$ cat config.mk
export PLATFORM = sky130hd
export DESIGN_NAME = servo_command_data_sets
export DESIGN_NICKNAME = d
export VERILOG_FILES = /design/src/rtl/servo_cmd_pkg.sv /design/src/rtl/pin_sync.sv /design/src/rtl/servo_command_data_sets.sv
export SDC_FILE = /design/constraint.sdc
export NUM_CORES = 1
export LEC_CHECK = 0
export BUFFER_PORTS_ARGS = -buffer_cell sky130_fd_sc_hd__buf_2
export CORE_AREA = 2 2 157 121
export DETAILED_ROUTE_END_ITERATION = 6
export DIE_AREA = 0 0 159 123
export GPL_ROUTABILITY_DRIVEN = 0
export GPL_TIMING_DRIVEN = 0
export SETUP_SLACK_MARGIN = 0.2
export SLEW_MARGIN = 20
export SYNTH_ARGS = -nofsm -noshare
export SYNTH_HDL_FRONTEND = slang
export SYNTH_HIERARCHICAL = 1
export SYNTH_SLANG_ARGS = --single-unit
$ cat constraint.sdc
create_clock -name core_clk_in -period 4.68 [get_ports core_clk_in]
set_input_delay 0.936 -clock core_clk_in [delete_from_list [all_inputs] [get_ports core_clk_in]]
set_output_delay 0.936 -clock core_clk_in [all_outputs]
set_load 0.01 [all_outputs]
$ cat src/rtl/servo_cmd_pkg.sv
// Constants for the servo command data set decoder.
package servo_cmd_pkg;
  // ---------------------------------------------------------------
  // Timing
  // ---------------------------------------------------------------
  localparam int CLK_PERIOD_NS   = 10;
  localparam int ROM_COPY_NS     = 40000;
  localparam int ROM_COPY_CYC    = (ROM_COPY_NS + CLK_PERIOD_NS - 1) / CLK_PERIOD_NS;
  localparam int ROM_COPY_W      = 12;
  localparam int ZC_DLY_SHORT_NS = 4250;
  localparam int ZC_DLY_LONG_NS  = 8500;
  localparam int ZC_DLY_SHORT_CYC = ZC_DLY_SHORT_NS / CLK_PERIOD_NS;
  localparam int ZC_DLY_LONG_CYC  = ZC_DLY_LONG_NS / CLK_PERIOD_NS;
  localparam int ZC_CNT_W        = 10;

  // ---------------------------------------------------------------
  // Serial command framing
  // ---------------------------------------------------------------
  localparam int CMD_LEN  = 24;
  localparam int DATA_W   = 16;
  localparam int SEL_W    = 8;
  localparam logic [7:0] CMD_COEF    = 8'h34;
  localparam logic [7:0] CMD_FSEARCH = 8'h35;
  localparam logic [7:0] CMD_TJUMP   = 8'h36;
  localparam logic [7:0] CMD_SLICE   = 8'h37;

  // ---------------------------------------------------------------
  // Coefficient command sub-decodes (data bits 15..10)
  // ---------------------------------------------------------------
  localparam int TAG_LSB = 10;
  localparam int TAG_W   = 6;
  localparam logic [5:0] TAG_LIMIT  = 6'h3E;
  localparam logic [5:0] TAG_OFFSET = 6'h3D;
  localparam logic [5:0] TAG_TRAV   = 6'h3C;
  localparam int COEF_SEL_BIT = 15;
  localparam int COEF_ADDR_LSB = 8;
  localparam int COEF_ADDR_W   = 7;
  localparam int COEF_VAL_LSB  = 0;
  localparam int COEF_VAL_W    = 8;
  localparam int FOCUS_LSB     = 1;
  localparam int FOCUS_W       = 9;
  localparam int TRAV_LSB      = 0;
  localparam int TRAV_W        = 10;
  localparam int TRAV_RD_W     = 9;

  // ---------------------------------------------------------------
  // Field positions and reset values
  // ---------------------------------------------------------------
  localparam int RATE_HI_BIT   = 15;
  localparam int RATE_LO_BIT   = 14;
  localparam int RATE_FAST_BIT = 7;
  localparam int LIMV_LSB      = 8;
  localparam int LIMV_W        = 6;
  localparam int GAIN_LSB      = 0;
  localparam int GAIN_W        = 7;
  localparam int TJ_ZERO_BIT   = 15;
  localparam int ZC_SEL_BIT    = 14;
  localparam int JUMP_LSB      = 8;
  localparam int JUMP_W        = 6;
  localparam int SURF_BIT      = 7;
  localparam int SLICE_HI_BIT  = 15;
  localparam int SLICE_LO_BIT  = 14;

  localparam logic [2:0] RATE_DEF       = 3'h2;
  localparam logic [5:0] LIMV_DEF       = 6'h18;
  localparam logic [6:0] FGAIN_DEF      = 7'h2D;
  localparam logic [6:0] TGAIN_DEF      = 7'h2E;
  localparam logic [5:0] JUMP_DEF       = 6'h0E;
  localparam logic       ZC_SEL_DEF     = 1'h0;
  localparam logic       SURF_DEF       = 1'h0;
  localparam logic [1:0] SLICE_DEF      = 2'h1;
  localparam logic [8:0] FOCUS_RST      = 9'h000;
  localparam logic [9:0] TRAV_RST       = 10'h000;
endpackage

$ cat src/rtl/pin_sync.sv
// Three-stage pin synchroniser with agreement filter, one per bit.
`timescale 1ns/10ps
module pin_sync #(
  parameter int W = 4
) (
  input  wire logic         core_clk_in,
  input  wire logic         rst_in,
  input  wire logic [W-1:0] pins_in,
  output logic      [W-1:0] level_out
);
  logic [W-1:0] s1_r;
  logic [W-1:0] s2_r;
  logic [W-1:0] s3_r;

  // A change is only believed once stages two and three agree.
  for (genvar i = 0; i < W; i++) begin : g_bit
    always_ff @(posedge core_clk_in or posedge rst_in) begin
      if (rst_in) begin
        s1_r[i]      <= 1'b0;
        s2_r[i]      <= 1'b0;
        s3_r[i]      <= 1'b0;
        level_out[i] <= 1'b0;
      end else begin
        s1_r[i] <= pins_in[i];
        s2_r[i] <= s1_r[i];
        s3_r[i] <= s2_r[i];
        if (s2_r[i] == s3_r[i]) begin
          level_out[i] <= s3_r[i];
        end
      end
    end
  end
endmodule

$ cat src/rtl/servo_command_data_sets.sv
// Serial servo command receiver and data set decoder.
// Contract
// - D15 low writes coefficient address and value.
// - Pattern 111110 loads focus offset limit.
// - Counter mode stops when offset equals limit.
// - Pattern 111101 loads signed focus offset.
// - Pattern 111100 loads ten-bit traverse center.
// - Traverse center reads back low nine bits.
// - Search rate code from bits 15,14,7.
// - Search limit voltage resets to 011000.
// - Focus convergence gain resets to 0101101.
// - Track gain resets 0101110; bit15 zero.
// - Surf jump adds jump voltage to drive.
// - Slice level code bits 15,14, default 01.
// - Bit 14 picks track zero-cross delay.
// - Commands are 24 bits, 16-bit data.
// - Coefficient writes blocked during 40us copy.
`timescale 1ns/10ps
module servo_command_data_sets #(
  parameter int DRIVE_W = 16
) (
  input  wire logic               core_clk_in,
  input  wire logic               rst_in,
  input  wire logic               ser_clk_pin_in,
  input  wire logic               ser_data_pin_in,
  input  wire logic               ser_latch_pin_in,
  input  wire logic               track_zero_cross_in,
  input  wire logic               focus_count_mode_in,
  input  wire logic               focus_count_tick_in,
  input  wire logic               focus_count_down_in,
  input  wire logic [DRIVE_W-1:0] track_filter_in,
  output logic                    coef_wr_out,
  output logic      [6:0]         coef_addr_out,
  output logic      [7:0]         coef_value_out,
  output logic                    coef_copy_busy_out,
  output logic      [8:0]         focus_offset_limit_bits_out,
  output logic      [8:0]         focus_offset_reg_out,
  output logic      [9:0]         trav_center_reg_out,
  output logic      [8:0]         trav_center_read_out,
  output logic      [2:0]         search_rate_out,
  output logic      [5:0]         search_limit_volt_out,
  output logic      [6:0]         focus_conv_gain_out,
  output logic                    zero_cross_delay_sel_out,
  output logic      [5:0]         jump_voltage_reg_out,
  output logic                    surf_jump_en_out,
  output logic      [6:0]         track_conv_gain_out,
  output logic      [1:0]         slice_level_out,
  output logic                    track_zero_cross_dly_out,
  output logic      [DRIVE_W-1:0] track_drive_out
);
  // ---------------------------------------------------------------
  // Pin synchronisers
  // ---------------------------------------------------------------
  logic [3:0] lvl;
  logic       sclk_d_r;
  logic       latch_d_r;
  pin_sync #(.W(4)) u_sync (
    .core_clk_in (core_clk_in),
    .rst_in      (rst_in),
    .pins_in     ({track_zero_cross_in, ser_latch_pin_in, ser_data_pin_in, ser_clk_pin_in}),
    .level_out   (lvl)
  );
  wire sclk_rise  = lvl[0] & ~sclk_d_r;
  wire latch_rise = lvl[2] & ~latch_d_r;

  // ---------------------------------------------------------------
  // Command shift register and decode
  // ---------------------------------------------------------------
  localparam int ROM_W = servo_cmd_pkg::ROM_COPY_W;
  logic [servo_cmd_pkg::CMD_LEN-1:0] shift_r;
  logic [ROM_W-1:0]                  copy_cnt_r;
  wire [servo_cmd_pkg::CMD_LEN-1:0] shift_nxt = {shift_r[servo_cmd_pkg::CMD_LEN-2:0], lvl[1]};
  wire [7:0]  sel  = shift_r[servo_cmd_pkg::CMD_LEN-1 -: servo_cmd_pkg::SEL_W];
  wire [15:0] d    = shift_r[servo_cmd_pkg::DATA_W-1:0];
  wire [5:0]  tag  = d[servo_cmd_pkg::TAG_LSB +: servo_cmd_pkg::TAG_W];
  wire        is_coef  = latch_rise && (sel == servo_cmd_pkg::CMD_COEF);
  wire        copy_busy = (copy_cnt_r != ROM_W'(servo_cmd_pkg::ROM_COPY_CYC));
  wire        do_coef  = is_coef && !d[servo_cmd_pkg::COEF_SEL_BIT] && !copy_busy;
  wire        do_limit = is_coef && (tag == servo_cmd_pkg::TAG_LIMIT);
  wire        do_off   = is_coef && (tag == servo_cmd_pkg::TAG_OFFSET);
  wire        do_trav  = is_coef && (tag == servo_cmd_pkg::TAG_TRAV);
  wire        do_fs    = latch_rise && (sel == servo_cmd_pkg::CMD_FSEARCH);
  wire        do_tj    = latch_rise && (sel == servo_cmd_pkg::CMD_TJUMP)
                         && !d[servo_cmd_pkg::TJ_ZERO_BIT];
  wire        do_sl    = latch_rise && (sel == servo_cmd_pkg::CMD_SLICE);

  always_ff @(posedge core_clk_in or posedge rst_in) begin
    if (rst_in) begin
      sclk_d_r  <= 1'b0;
      latch_d_r <= 1'b0;
      shift_r   <= '0;
    end else begin
      sclk_d_r  <= lvl[0];
      latch_d_r <= lvl[2];
      if (sclk_rise) begin
        shift_r <= shift_nxt;
      end
    end
  end

  // ---------------------------------------------------------------
  // Coefficient RAM write port and ROM copy window
  // ---------------------------------------------------------------
  // copy window timer
  always_ff @(posedge core_clk_in or posedge rst_in) begin
    if (rst_in) begin
      copy_cnt_r <= '0;
    end else if (copy_busy) begin
      copy_cnt_r <= copy_cnt_r + 1'b1;
    end
  end
  assign coef_copy_busy_out = copy_busy;

  always_ff @(posedge core_clk_in or posedge rst_in) begin
    if (rst_in) begin
      coef_wr_out    <= 1'b0;
      coef_addr_out  <= '0;
      coef_value_out <= '0;
    end else begin
      coef_wr_out <= do_coef;
      if (do_coef) begin
        coef_addr_out  <= d[servo_cmd_pkg::COEF_ADDR_LSB +: servo_cmd_pkg::COEF_ADDR_W];
        coef_value_out <= d[servo_cmd_pkg::COEF_VAL_LSB +: servo_cmd_pkg::COEF_VAL_W];
      end
    end
  end

  // ---------------------------------------------------------------
  // Focus offset, limit and traverse center
  // ---------------------------------------------------------------
  wire [8:0] new_focus = d[servo_cmd_pkg::FOCUS_LSB +: servo_cmd_pkg::FOCUS_W];
  wire       cnt_run   = focus_count_mode_in && focus_count_tick_in
                         && (focus_offset_reg_out != focus_offset_limit_bits_out);
  wire [8:0] cnt_nxt   = focus_count_down_in ? focus_offset_reg_out - 9'h001
                                             : focus_offset_reg_out + 9'h001;

  always_ff @(posedge core_clk_in or posedge rst_in) begin
    if (rst_in) begin
      focus_offset_limit_bits_out <= servo_cmd_pkg::FOCUS_RST;
      focus_offset_reg_out        <= servo_cmd_pkg::FOCUS_RST;
      trav_center_reg_out         <= servo_cmd_pkg::TRAV_RST;
    end else begin
      if (do_limit) begin
        focus_offset_limit_bits_out <= new_focus;
      end
      if (do_off) begin
        focus_offset_reg_out <= new_focus;
      end else if (cnt_run) begin
        focus_offset_reg_out <= cnt_nxt;
      end
      if (do_trav) begin
        trav_center_reg_out <= d[servo_cmd_pkg::TRAV_LSB +: servo_cmd_pkg::TRAV_W];
      end
    end
  end
  assign trav_center_read_out = trav_center_reg_out[servo_cmd_pkg::TRAV_RD_W-1:0];

  // ---------------------------------------------------------------
  // Focus search, track jump and slice settings
  // ---------------------------------------------------------------
  always_ff @(posedge core_clk_in or posedge rst_in) begin
    if (rst_in) begin
      search_rate_out          <= servo_cmd_pkg::RATE_DEF;
      search_limit_volt_out    <= servo_cmd_pkg::LIMV_DEF;
      focus_conv_gain_out      <= servo_cmd_pkg::FGAIN_DEF;
      zero_cross_delay_sel_out <= servo_cmd_pkg::ZC_SEL_DEF;
      jump_voltage_reg_out     <= servo_cmd_pkg::JUMP_DEF;
      surf_jump_en_out         <= servo_cmd_pkg::SURF_DEF;
      track_conv_gain_out      <= servo_cmd_pkg::TGAIN_DEF;
      slice_level_out          <= servo_cmd_pkg::SLICE_DEF;
    end else begin
      if (do_fs) begin
        search_rate_out       <= {d[servo_cmd_pkg::RATE_HI_BIT], d[servo_cmd_pkg::RATE_LO_BIT],
                                  d[servo_cmd_pkg::RATE_FAST_BIT]};
        search_limit_volt_out <= d[servo_cmd_pkg::LIMV_LSB +: servo_cmd_pkg::LIMV_W];
        focus_conv_gain_out   <= d[servo_cmd_pkg::GAIN_LSB +: servo_cmd_pkg::GAIN_W];
      end
      if (do_tj) begin
        zero_cross_delay_sel_out <= d[servo_cmd_pkg::ZC_SEL_BIT];
        jump_voltage_reg_out     <= d[servo_cmd_pkg::JUMP_LSB +: servo_cmd_pkg::JUMP_W];
        surf_jump_en_out         <= d[servo_cmd_pkg::SURF_BIT];
        track_conv_gain_out      <= d[servo_cmd_pkg::GAIN_LSB +: servo_cmd_pkg::GAIN_W];
      end
      if (do_sl) begin
        slice_level_out <= {d[servo_cmd_pkg::SLICE_HI_BIT], d[servo_cmd_pkg::SLICE_LO_BIT]};
      end
    end
  end

  // ---------------------------------------------------------------
  // Surf jump drive and delayed zero cross
  // ---------------------------------------------------------------
  // The jump voltage is added as an unsigned magnitude; sign is left to the filter.
  wire [DRIVE_W-1:0] jump_ext = {{(DRIVE_W-servo_cmd_pkg::JUMP_W){1'b0}}, jump_voltage_reg_out};
  always_ff @(posedge core_clk_in or posedge rst_in) begin
    if (rst_in) begin
      track_drive_out <= '0;
    end else begin
      track_drive_out <= surf_jump_en_out ? track_filter_in + jump_ext : track_filter_in;
    end
  end

  // A level shorter than the delay is swallowed; the counter clears whenever the input matches the output again.
  localparam int ZC_W = servo_cmd_pkg::ZC_CNT_W;
  logic [ZC_W-1:0] zc_cnt_r;
  wire [ZC_W-1:0] zc_last = zero_cross_delay_sel_out
      ? ZC_W'(servo_cmd_pkg::ZC_DLY_LONG_CYC - 1)
      : ZC_W'(servo_cmd_pkg::ZC_DLY_SHORT_CYC - 1);
  wire zc_diff = lvl[3] != track_zero_cross_dly_out;
  // delay of the track zero cross
  always_ff @(posedge core_clk_in or posedge rst_in) begin
    if (rst_in) begin
      zc_cnt_r                 <= '0;
      track_zero_cross_dly_out <= 1'b0;
    end else if (zc_diff && zc_cnt_r >= zc_last) begin
      zc_cnt_r                 <= '0;
      track_zero_cross_dly_out <= lvl[3];
    end else begin
      zc_cnt_r <= zc_diff ? zc_cnt_r + 1'b1 : '0;
    end
  end
endmodule

After elaboration in Yosys (flattened, before gate mapping)
Cells that the tools add are included.
- register bits after elaboration: 158
- input port bits: 25
- output and inout bits: 104
- $add $sub $neg: 5
- order comparisons: 1
- eq/ne operators: 14
- mux-type cells: 7
- bitwise operators: 4
- reduce and logical (&&, ||, !) cells: 16
- operator list (operator ; number):
    equality test 8 x 6 -> 1 bit, second input constant ; 4
    two-way mux 10 bit ; 3
    two-way mux 9 bit ; 3
    equality test 6 bit, second input constant ; 3
    adder 16 x 6 -> 16 bit ; 1
    two-way mux 16 bit ; 1
    logical AND 1 bit ; 13
    adder 12 x 1 -> 12 bit, second input constant ; 1
    inequality test 12 bit, second input constant ; 1
    adder 10 x 1 -> 10 bit, second input constant ; 1
    >= comparator 10 bit ; 1
    adder 9 x 1 -> 9 bit, second input constant ; 1
    inequality test 9 bit ; 1
    subtractor 9 x 1 -> 9 bit, second input constant ; 1
    equality test 1 bit ; 4
    AND 1 bit ; 2
    logical NOT 1 bit ; 2
    NOT 1 bit ; 2
    nonzero test 2 bit ; 1
    inequality test 1 bit ; 1

Depth between registers and ports, before layout
Gate-level depths: netlist (run 1).
- depth after elaboration: 5
- depth in mapped cells: 8
- depth with buffers taken out: 8

By module
Netlist (run 1), hierarchy kept.
- modules (own cells, without submodules) (module ; instances ; cells each ; area each (um^2) ; sequential area each (um^2)):
    servo_command_data_sets ; 1 ; 523 ; 6635.1 ; 3572.2
    pin_sync ; 1 ; 21 ; 449.2 ; 400.4

Least setup slack after synthesis (run 1)
No wires, ideal clock.
- path type: in2reg
- start: in track_filter_in[0]
- end: reg track_drive_out[12]
- arrival: 2.574 ns
- data required time: 4.555 ns
- slack: 1.980 ns
- cell stages on the path: 8
- buffers on the path: 0
- path through: ha_1 > fa_1 > a21o_1 > a21oi_1 > nor2b_1 > o31ai_1 > nor2_1 > xor2_1
- longest elaborated chain between the ends: 2
- ends and longest elaborated chain (element ; line ; source):
    start, declared ; servo_command_data_sets.sv:31 ; input wire logic [DRIVE_W-1:0] track_filter_in,
    adder 16 x 6 -> 16 bit ; servo_command_data_sets.sv:199 ; track_drive_out <= surf_jump_en_out ? track_filter_in + jump_ext : track_filter_in;
    two-way mux 16 bit ; servo_command_data_sets.sv:199 ;
    end signal, assigned ; servo_command_data_sets.sv:199 ;
    end, declared ; servo_command_data_sets.sv:49 ; output logic [DRIVE_W-1:0] track_drive_out
Every way passes these cells.
A chain may end at the register's enable or synchronous reset.

Worst setup path after layout (run 1)
- start: reg copy_cnt_r[0]
- end: out coef_copy_busy_out
- longest elaborated chain between the ends: 1
- ends and longest elaborated chain (element ; line ; source):
    start, declared ; servo_command_data_sets.sv:71 ; logic [ROM_W-1:0] copy_cnt_r;
    start signal, assigned ; servo_command_data_sets.sv:109 ; copy_cnt_r <= copy_cnt_r + 1'b1;
    inequality test 12 bit ; servo_command_data_sets.sv:77 ; wire copy_busy = (copy_cnt_r != ROM_W'(servo_cmd_pkg::ROM_COPY_CYC));
    end, declared ; servo_command_data_sets.sv:35 ; output logic coef_copy_busy_out,
Every way passes these cells.

==> run_results.csv, run 1 <==
group,metric,value,unit
final_layout,nNetsFinal,746,
logic_synthesis,async_flop_share,100,%
clock_network,cts_num_sinks,158,
clock_network,cts_made_buffers,17,
final_layout,fill_cells,1612,
logic_synthesis,synth_xor_area_share,5.93,%
die,die_width,159,um
setup_path,worstPathRequired,3740,ps
logic_synthesis,syn-cell-area,0.00708,sq mm
timing,holdWs,348,ps
final_layout,layoutNonFillerInstCount,956,
routing,drt_iter0_markers,267,
logic_synthesis,ys_seq_area_share,56.1,%
job,cap_violations,0,
place,numPortBuffers,128,
outcome,status,"finished, final reports clean",
timing,rsz0062_at_grt,"false",
routing,viasPerCell,4.83,
logic_synthesis,syn_inst,544,
logic_synthesis,synth_largest_area_cell,"dfrtp_1",
logic_synthesis,synth_fa_ha_area_share,5.26,%
clock_network,htreeDepth,4,
global_routing,grt_pass1_wl,25.3,mm
power,p_seq_share,44.3,%
die,rows,43,
timing,slew_violations,0,
timing,fin_crit,2770,ps
power,leakage,4.53,nW
place,placed_cells,924,
power,p_per_area,438,mW/mm^2
final_layout,final_area,0.00882,sq mm
power,internal_power,2.77,mW
logic_synthesis,synth_compound_area_share,4.13,%
global_routing,grt.total_usage,16.6,%
logic_synthesis,synth_ff_type,"dfrtp_1",
global_routing,grt_pass1_vias,4620,
timing,fmax,361,MHz
logic_synthesis,yosysUniqueCellTypes,51,
logic_synthesis,synthTopCellsByArea,"dfrtp_1 51%, mux2_2 15%, dfstp_2 5.6%",
routing,ant_nets,0,
final_layout,layout_commonest_cell,"dfrtp_1",
routing,drt-total-wl,15.4,mm
die,start_util,39.2,%
global_routing,grt_max_degree,36,
clock_network,clk_latency,420,ps
clock_network,cts_buffer_depth,2,
global_routing,antenna_found_initial,0,
clock_network,cts_setup_buffers,0,
setup_path,critPathKind,"reg -> out",
clock_network,cts.clk_slew.worst_paths,70,ps
final_layout,multi_input_area,0.00293,sq mm
logic_synthesis,synth_top_family_by_area,"multiplexers",
final_layout,area_growth,24.5,%
timing,fin_skew,7.99,ps
logic_synthesis,synth_mux_area_share,17.2,%
timing,finalCritPeriodShare,59.2,%
die,core-area,0.0181,sq mm
timing,setup_tns,0,ps
final_layout,ff_latch_area,0.00397,sq mm
timing,hold_violations,0,
power,p_switching,1.10,mW
routing,drc,0,
logic_synthesis,yosys.area_share.simple,8.85,%
logic_synthesis,synth_top_cell_area_share,50.5,%
setup_path,arrival,1830,ps
setup_path,cp_max_fo,6,
setup_path,cp-end-kind,"primary output",
place,place_area,0.00816,sq mm
clock_network,cts_resized,0,
power,max-vdd-ir-drop,208,uV
clock_network,cts_root_buf,"clkbuf_16",
final_layout,final_util,48.8,%
timing,max_slew.worst_pin.slew,873,ps
die,die_y,123,um
worst_hold_path,hold_class,"reg -> reg",
logic_synthesis,synth-seq-cells,158,
final_layout,final_cell_mix,"143 x dfrtp_1, 129 x buf_2, 93 x mux2_2",
logic_synthesis,syn-num-nets,594,
die,ios,129,
power,swShare,28.4,%
global_routing,gr-total-overflow,0,
place,dp_hpwl,11.2,mm
routing,dr.pass1.iters,4,
final_layout,antennaDiodeCount,0,
power,p_comb_share,16.3,%
die,die_area,0.0196,sq mm
logic_synthesis,ys.warnings.count,6,
routing,vias,4615,
routing,routedWlPerCell,16.1,um
timing,setup_viol,0,
final_layout,drive_above_1_share,42.7,%
logic_synthesis,synth_edf_count,0,
setup_path,critical_path.startpoint_type,"flip-flop",
power,p_clk_share,39.4,%
timing,slew-limit-headroom,41.8,%
logic_synthesis,avgSynthCellArea,13.0,sq um
clock_network,postCtsHoldBufs,0,
clock_network,cts_tree,"built",
==> sequential cells by signal (all words and copies together), names as in the netlist, 8 cells and up <==
register and cells:
shift_r 24, copy_cnt_r 12, trav_center_reg_out 10, track_drive_out 16, zc_cnt_r 10, focus_offset_reg_out 9, coef_value_out 8, focus_offset_limit_bits_out 9
==> power groups by stage <==
| stage | registers, mW | logic, mW | clock network, mW |
|---|---|---|---|
| 3_5_place_dp | 1.74 | 0.629 | 0 |
| 4_1_cts | 1.72 | 0.635 | 1.56 |
| 3_3_place_gp | 1.73 | 0.597 | 0 |
| 2_1_floorplan | 1.67 | 0.451 | 0 |
| 6_report | 1.71 | 0.629 | 1.52 |
| 5_1_grt | 1.74 | 0.719 | 1.63 |
==> worst max-delay path: stages, from the launching register on <==
cell and delay (ps):
dfrtp_1 410, inv_1 100, ha_1 150, nand3_1 80, or3_1 340, clkbuf_1 170, buf_2 170
==> Yosys cell counts, drive strengths merged (9+ instances only) <==
library cell and count:
a21oi 16, dfstp 15, nand3 17, mux2 103, ha 23, dfrtp 143, xor2 24, buf 11
nor2 32, xnor2 24, inv 14, nand2 29, o21ai 9, clkbuf 12
==> routing by layer <==
layer  routed length [um]  GRT usage [%]  up-vias
met5                    0              0        -
met4                  160           4.60        0
met3                  949           5.23       11
met2                 6880           24.7      118
met1                 7420           23.4     2293
li1                     -              -     2193
==> per-stage QoR <==
step | worst slack [ps] | power, mW
5_1_grt | 1780 | 4.09
4_1_cts | 1870 | 3.91
3_3_place_gp | 1070 | 2.33
2_1_floorplan | 1980 | 2.12
3_5_place_dp | 1550 | 2.37
6_report | 1910 | 3.86
==> layout make-up <==
cell class	count	share of cell area (%)
Buffer	23	1.46
Clock buffer	21	5.45
Clock inverter	11	2.01
Inverter	14	0.638
Multi-Input combinational cell	349	33.2
Sequential cell	158	45.0
Tap cell	247	3.50
Timing Repair Buffer	133	8.65
==> final timing paths <==
path | startpoint | end | slack, ps | cells after the start
setup / recovery | copy_cnt_r[0] | coef_copy_busy_out | 1910 | 6
hold / removal | u_sync/s1_r[1] | u_sync/s2_r[1] | 350 | 0
setup reg to reg | zero_cross_delay_sel_out | zc_cnt_r[5] | 2170 | 7
hold reg to reg | u_sync/s1_r[1] | u_sync/s2_r[1] | 350 | 0
max in group asynchronous | rst_in | jump_voltage_reg_out[2] | 3120 | 5
min in group asynchronous | rst_in | copy_cnt_r[8] | 580 | 2
==> cell families (layout without fill, tap and decap cells) <==
family	Yosys count	in the layout
xor+xnor	48	48
buf+inv	37	202
fa+ha+maj	29	29
mux	105	105
flops	158	158
compound gates	47	47
simple gates	120	120
(Power assumes the default switching activity.)
==> run 2: changes to the inputs <==
clock period = 2.8 ns   (was 4.68 ns; I/O delays follow)
==> run_results.csv, run 2 (synthesis results as in run 1) <==
group,metric,value,unit
global_routing,grt.total_usage,16.6,%
timing,fin_skew,7.73,ps
setup_path,worstSetupStartpoint,"shift_r[19]",
final_layout,final_area,0.00883,sq mm
timing,max_slew.worst_pin.slew,858,ps
timing,rsz0062_at_grt,"false",
routing,dr.pass1.iters,4,
timing,fmax,410,MHz
routing,drt-total-wl,15.4,mm
final_layout,antennaDiodeCount,0,
job,cap_violations,0,
setup_path,rrSetupSlack,360,ps
die,ios,129,
final_layout,regMostFlops,"shift_r",
timing,hold_violations,0,
clock_network,cts_buffer_depth,2,
routing,drt_iter0_markers,269,
die,die_area,0.0196,sq mm
setup_path,reg2reg_depth,8,
place,placed_cells,924,
timing,slew-limit-headroom,42.8,%
place,post-place-ws,48.6,ps
final_layout,area_growth,24.7,%
place,place_area,0.00816,sq mm
global_routing,grt_pass1_wl,25.3,mm
final_layout,fill_cells,1611,
final_layout,biggestRegsByFlops,"shift_r (24), track_drive_out (16), copy_cnt_r (12)",
die,start_util,39.2,%
clock_network,clk_latency,420,ps
routing,vias,4608,
setup_path,critical_path.startpoint_type,"flip-flop",
final_layout,largest_reg_flops,24,
clock_network,htreeDepth,4,
setup_path,worstPathRequired,3100,ps
timing,setup_tns,0,ps
global_routing,antenna_found_initial,0,
setup_path,timing.rr.start,"shift_r[19]",
worst_hold_path,hold_class,"in -> async",
power,leakage,4.53,nW
routing,viasPerCell,4.82,
setup_path,crit_slowest_cell,"dfrtp_1",
final_layout,drive_above_1_share,43.1,%
global_routing,gr-total-overflow,0,
final_layout,layout_commonest_cell,"dfrtp_1",
final_layout,final_cell_mix,"143 x dfrtp_1, 129 x buf_2, 93 x mux2_2",
power,max-vdd-ir-drop,347,uV
timing,setup_viol,0,
clock_network,cts_made_buffers,17,
routing,drc,0,
routing,ant_nets,0,
power,design_power_total,6.46,mW
timing,holdWs,203,ps
setup_path,max_stage_delay,390,ps
final_layout,layoutNonFillerInstCount,957,
timing,fin_crit,2440,ps
power,p_per_area,731,mW/mm^2
setup_path,arrival,2740,ps
clock_network,cts.clk_slew.worst_paths,70,ps
clock_network,cts_root_buf,"clkbuf_16",
setup_path,cp_max_fo,10,
die,die_width,159,um
routing,routedWlPerCell,16.1,um
die,rows,43,
final_layout,nNetsFinal,747,
place,numPortBuffers,128,
setup_path,cp-end-kind,"flip-flop",
setup_path,critPathKind,"reg -> reg",
timing,finalCritPeriodShare,87.0,%
clock_network,cts_tree,"built",
timing,setup_ws,363,ps
clock_network,cts_num_sinks,158,
final_layout,final_util,48.9,%
setup_path,timing.rr.end,"coef_value_out[2]",
outcome,status,"finished, final reports clean",
setup_path,endpoint,"coef_value_out[2]",
global_routing,grt_pass1_vias,4620,
die,core-area,0.0181,sq mm
place,dp_hpwl,11.2,mm
setup_path,worstPathCellList,"nand4b_1, nor4_4, and2b_1, nand2_1, or4_1, buf_2, buf_6, mux2_4",
global_routing,grt_max_degree,36,
die,die_y,123,um
timing,slew_violations,0,
-- run 2: cell types whose count changed in the layout (fill, tap and decap cells not counted), sizes merged --
cell  previous run  this run
buf            144       145
-- run 2: report_power, final --
group / internal [mW] / switching [mW]
clock network: 1.60 / 0.944
registers: 2.50 / 0.361
logic: 0.527 / 0.527
-- run 2: worst min path at each step --
stage	slack [ps]	to	start	cells after the start
CTS	200	copy_cnt_r[8]	rst_in	2
detailed placement	330	u_sync/s2_r[1]	u_sync/s1_r[1]	0
global placement	330	u_sync/s2_r[3]	u_sync/s1_r[3]	0
floorplan	330	u_sync/s2_r[0]	u_sync/s1_r[0]	0
global route	210	copy_cnt_r[8]	rst_in	2
finish	200	copy_cnt_r[8]	rst_in	2
-- run 2: cell type report --
class,instances,area (sq um),area share (%)
repair buffers,134,771,8.72
plain buffers,23,130,1.47
inverters,14,56.3,0.637
multi-input cells,349,2940,33.3
clock inverters,11,178,2.01
clock buffers,21,480,5.44
well taps,247,309,3.50
flip-flops and latches,158,3970,45.0
-- run 2: worst max-delay path, delay by kind of cell (launching register included) --
kind | cells | cell delay (ps)
buffers and inverters | 2 | 400
flip-flops | 1 | 390
multiplexers | 1 | 310
AND/OR/NAND/NOR | 5 | 1230
-- run 2: repair_timing --
item / CTS / global route
resized for setup: 0 / 4
endpoints found under the hold margin: 0 / 0
buffers inserted: 0 / 1
setup endpoints to repair: 0 / 17
hold buffers: 0 / 0
-- run 2: routing by layer --
metal | routed length [um] | part of all wire, % | vias up | global-route usage (%)
li1 | - | - | 2200 | -
met1 | 7530 | 49 | 2286 | 23.4
met2 | 6900 | 45 | 111 | 24.7
met3 | 835 | 5.4 | 11 | 5.23
met4 | 160 | 1.0 | 0 | 4.60
met5 | 0 | 0 | - | 0
==> run 3: changes to the inputs <==
CTS_BUF_LIST = sky130_fd_sc_hd__clkbuf_8   (was not set)
clock period = 2.6 ns   (was 2.8 ns; I/O delays follow)
==> run_results.csv, run 3 (synthesis results as in run 1) <==
group,metric,value,unit
final_layout,regMostFlops,"shift_r",
place,dp_hpwl,11.2,mm
job,cap_violations,0,
global_routing,grt_pass1_wl,25.2,mm
power,p_switching,1.92,mW
clock_network,htreeDepth,4,
routing,drc,0,
final_layout,largest_reg_flops,24,
clock_network,clk_latency,450,ps
power,p_seq_share,48.6,%
worst_hold_path,hold_class,"in -> async",
final_layout,layout_commonest_cell,"dfrtp_1",
clock_network,cts_tree,"built",
timing,hold_violations,0,
setup_path,cp-end-kind,"primary output",
global_routing,grt.total_usage,16.5,%
final_layout,nNetsFinal,752,
setup_path,worstPathRequired,2080,ps
die,die_area,0.0196,sq mm
global_routing,antenna_found_initial,0,
final_layout,antennaDiodeCount,0,
outcome,status,"finished, final reports clean",
clock_network,cts_root_buf,"clkbuf_8",
timing,setup_viol,0,
timing,rsz0062_at_grt,"true",
setup_path,cp_max_fo,6,
setup_path,reg2reg_depth,8,
final_layout,final_cell_mix,"141 x dfrtp_1, 128 x buf_2, 93 x mux2_2",
timing,slew_violations,0,
timing,fin_skew,13.9,ps
clock_network,cts_buffer_depth,2,
setup_path,critPathKind,"reg -> out",
routing,drt-total-wl,15.5,mm
clock_network,cts.clk_slew.worst_paths,90,ps
power,max-vdd-ir-drop,288,uV
clock_network,cts_made_buffers,17,
final_layout,ff_latch_area,0.00398,sq mm
place,post-place-ws,-111,ps
place,numPortBuffers,128,
global_routing,grt_max_degree,36,
routing,routedWlPerCell,16.1,um
routing,dr.pass1.iters,4,
die,die_width,159,um
power,internal_power,4.42,mW
power,leakage,4.48,nW
setup_path,timing.rr.end,"coef_value_out[2]",
setup_path,arrival,1840,ps
final_layout,final_util,48.2,%
timing,fin_crit,2360,ps
routing,drt_iter0_markers,220,
power,design_power_total,6.34,mW
power,swShare,30.3,%
setup_path,rrSetupSlack,310,ps
setup_path,timing.rr.start,"shift_r[19]",
power,p_clk_share,33.3,%
final_layout,area_growth,23.0,%
final_layout,fill_cells,1626,
clock_network,cts_num_sinks,158,
die,rows,43,
die,core-area,0.0181,sq mm
timing,fmax,424,MHz
timing,slew-limit-headroom,51.0,%
routing,vias,4656,
power,p_comb_share,18.1,%
timing,setup_ws,243,ps
final_layout,multi_input_area,0.00296,sq mm
routing,ant_nets,0,
power,p_per_area,727,mW/mm^2
die,start_util,39.2,%
die,ios,129,
timing,finalCritPeriodShare,90.7,%
final_layout,biggestRegsByFlops,"shift_r (24), track_drive_out (16), copy_cnt_r (12)",
die,die_y,123,um
final_layout,drive_above_1_share,44.3,%
place,placed_cells,924,
setup_path,critical_path.startpoint_type,"flip-flop",
final_layout,layoutNonFillerInstCount,962,
global_routing,gr-total-overflow,0,
global_routing,grt_pass1_vias,4651,
timing,max_slew.worst_pin.slew,735,ps
routing,viasPerCell,4.84,
-- run 3: cell count changes in the layout (fill, tap and decap cells not counted), sizes merged --
cell / before / now
buf: 145 / 149
clkbuf: 33 / 34
-- run 3: what timing repair did --
item / 4_1_cts / 5_1_grt
pin swaps: 2 / 1
setup buffers: 4 / 2
gates resized for setup: 4 / 8
hold endpoints to repair: 0 / 0
hold buffers: 0 / 0
endpoints found under the setup margin: 35 / 38
-- run 3: metal layers --
metal  routed length (um)  global-route usage, %
met5                    0                      0
met4                  163                   4.60
met3                  886                   5.13
met2                 6890                   24.8
met1                 7570                   23.3
-- run 3: power groups by stage --
stage	Clock, mW	Combinational (mW)	Sequential [mW]
after global placement	0	1.08	3.12
after detailed placement	0	1.13	3.14
after floorplan	0	0.811	3.00
after CTS	2.17	1.14	3.09
after global routing	2.28	1.31	3.14
final	2.11	1.15	3.08
-- run 3: critical path: stages (launching register included) --
cell	delay, ps
dfrtp_1	420
and3_1	230
nand2_1	70
or3_1	360
clkbuf_2	160
buf_2	150
-- run 3: cell type report --
class	instances	area share, %
Sequential cell	158	45.6
Clock buffer	21	3.32
Clock inverter	11	2.04
Timing Repair Buffer	139	9.27
Inverter	14	0.646
Multi-Input combinational cell	349	34.0
Tap cell	247	3.55
Buffer	23	1.58
-- run 3: stage by stage --
| step | area, sq um | hold slack [ps] | setup TNS (ps) |
|---|---|---|---|
| after floorplan | 7090 | 331 | 0 |
| after global placement | 8040 | 332 | -73570 |
| after detailed placement | 8160 | 335 | -488 |
| after CTS | 8670 | 110 | 0 |
| after global routing | 8710 | 124 | 0 |
| final | 8710 | 120 | 0 |
-- run 3: how the worst max path moves through the flow --
stage	start	to	slack, ps	cells past startpoint
after floorplan	rst_in	coef_addr_out[0]	320	1
after global placement	rst_in	focus_offset_reg_out[6]	-590	2
after detailed placement	track_filter_in[0]	track_drive_out[14]	-110	9
after CTS	copy_cnt_r[1]	coef_copy_busy_out	210	6
after global routing	copy_cnt_r[7]	coef_copy_busy_out	140	5
final	copy_cnt_r[7]	coef_copy_busy_out	240	5
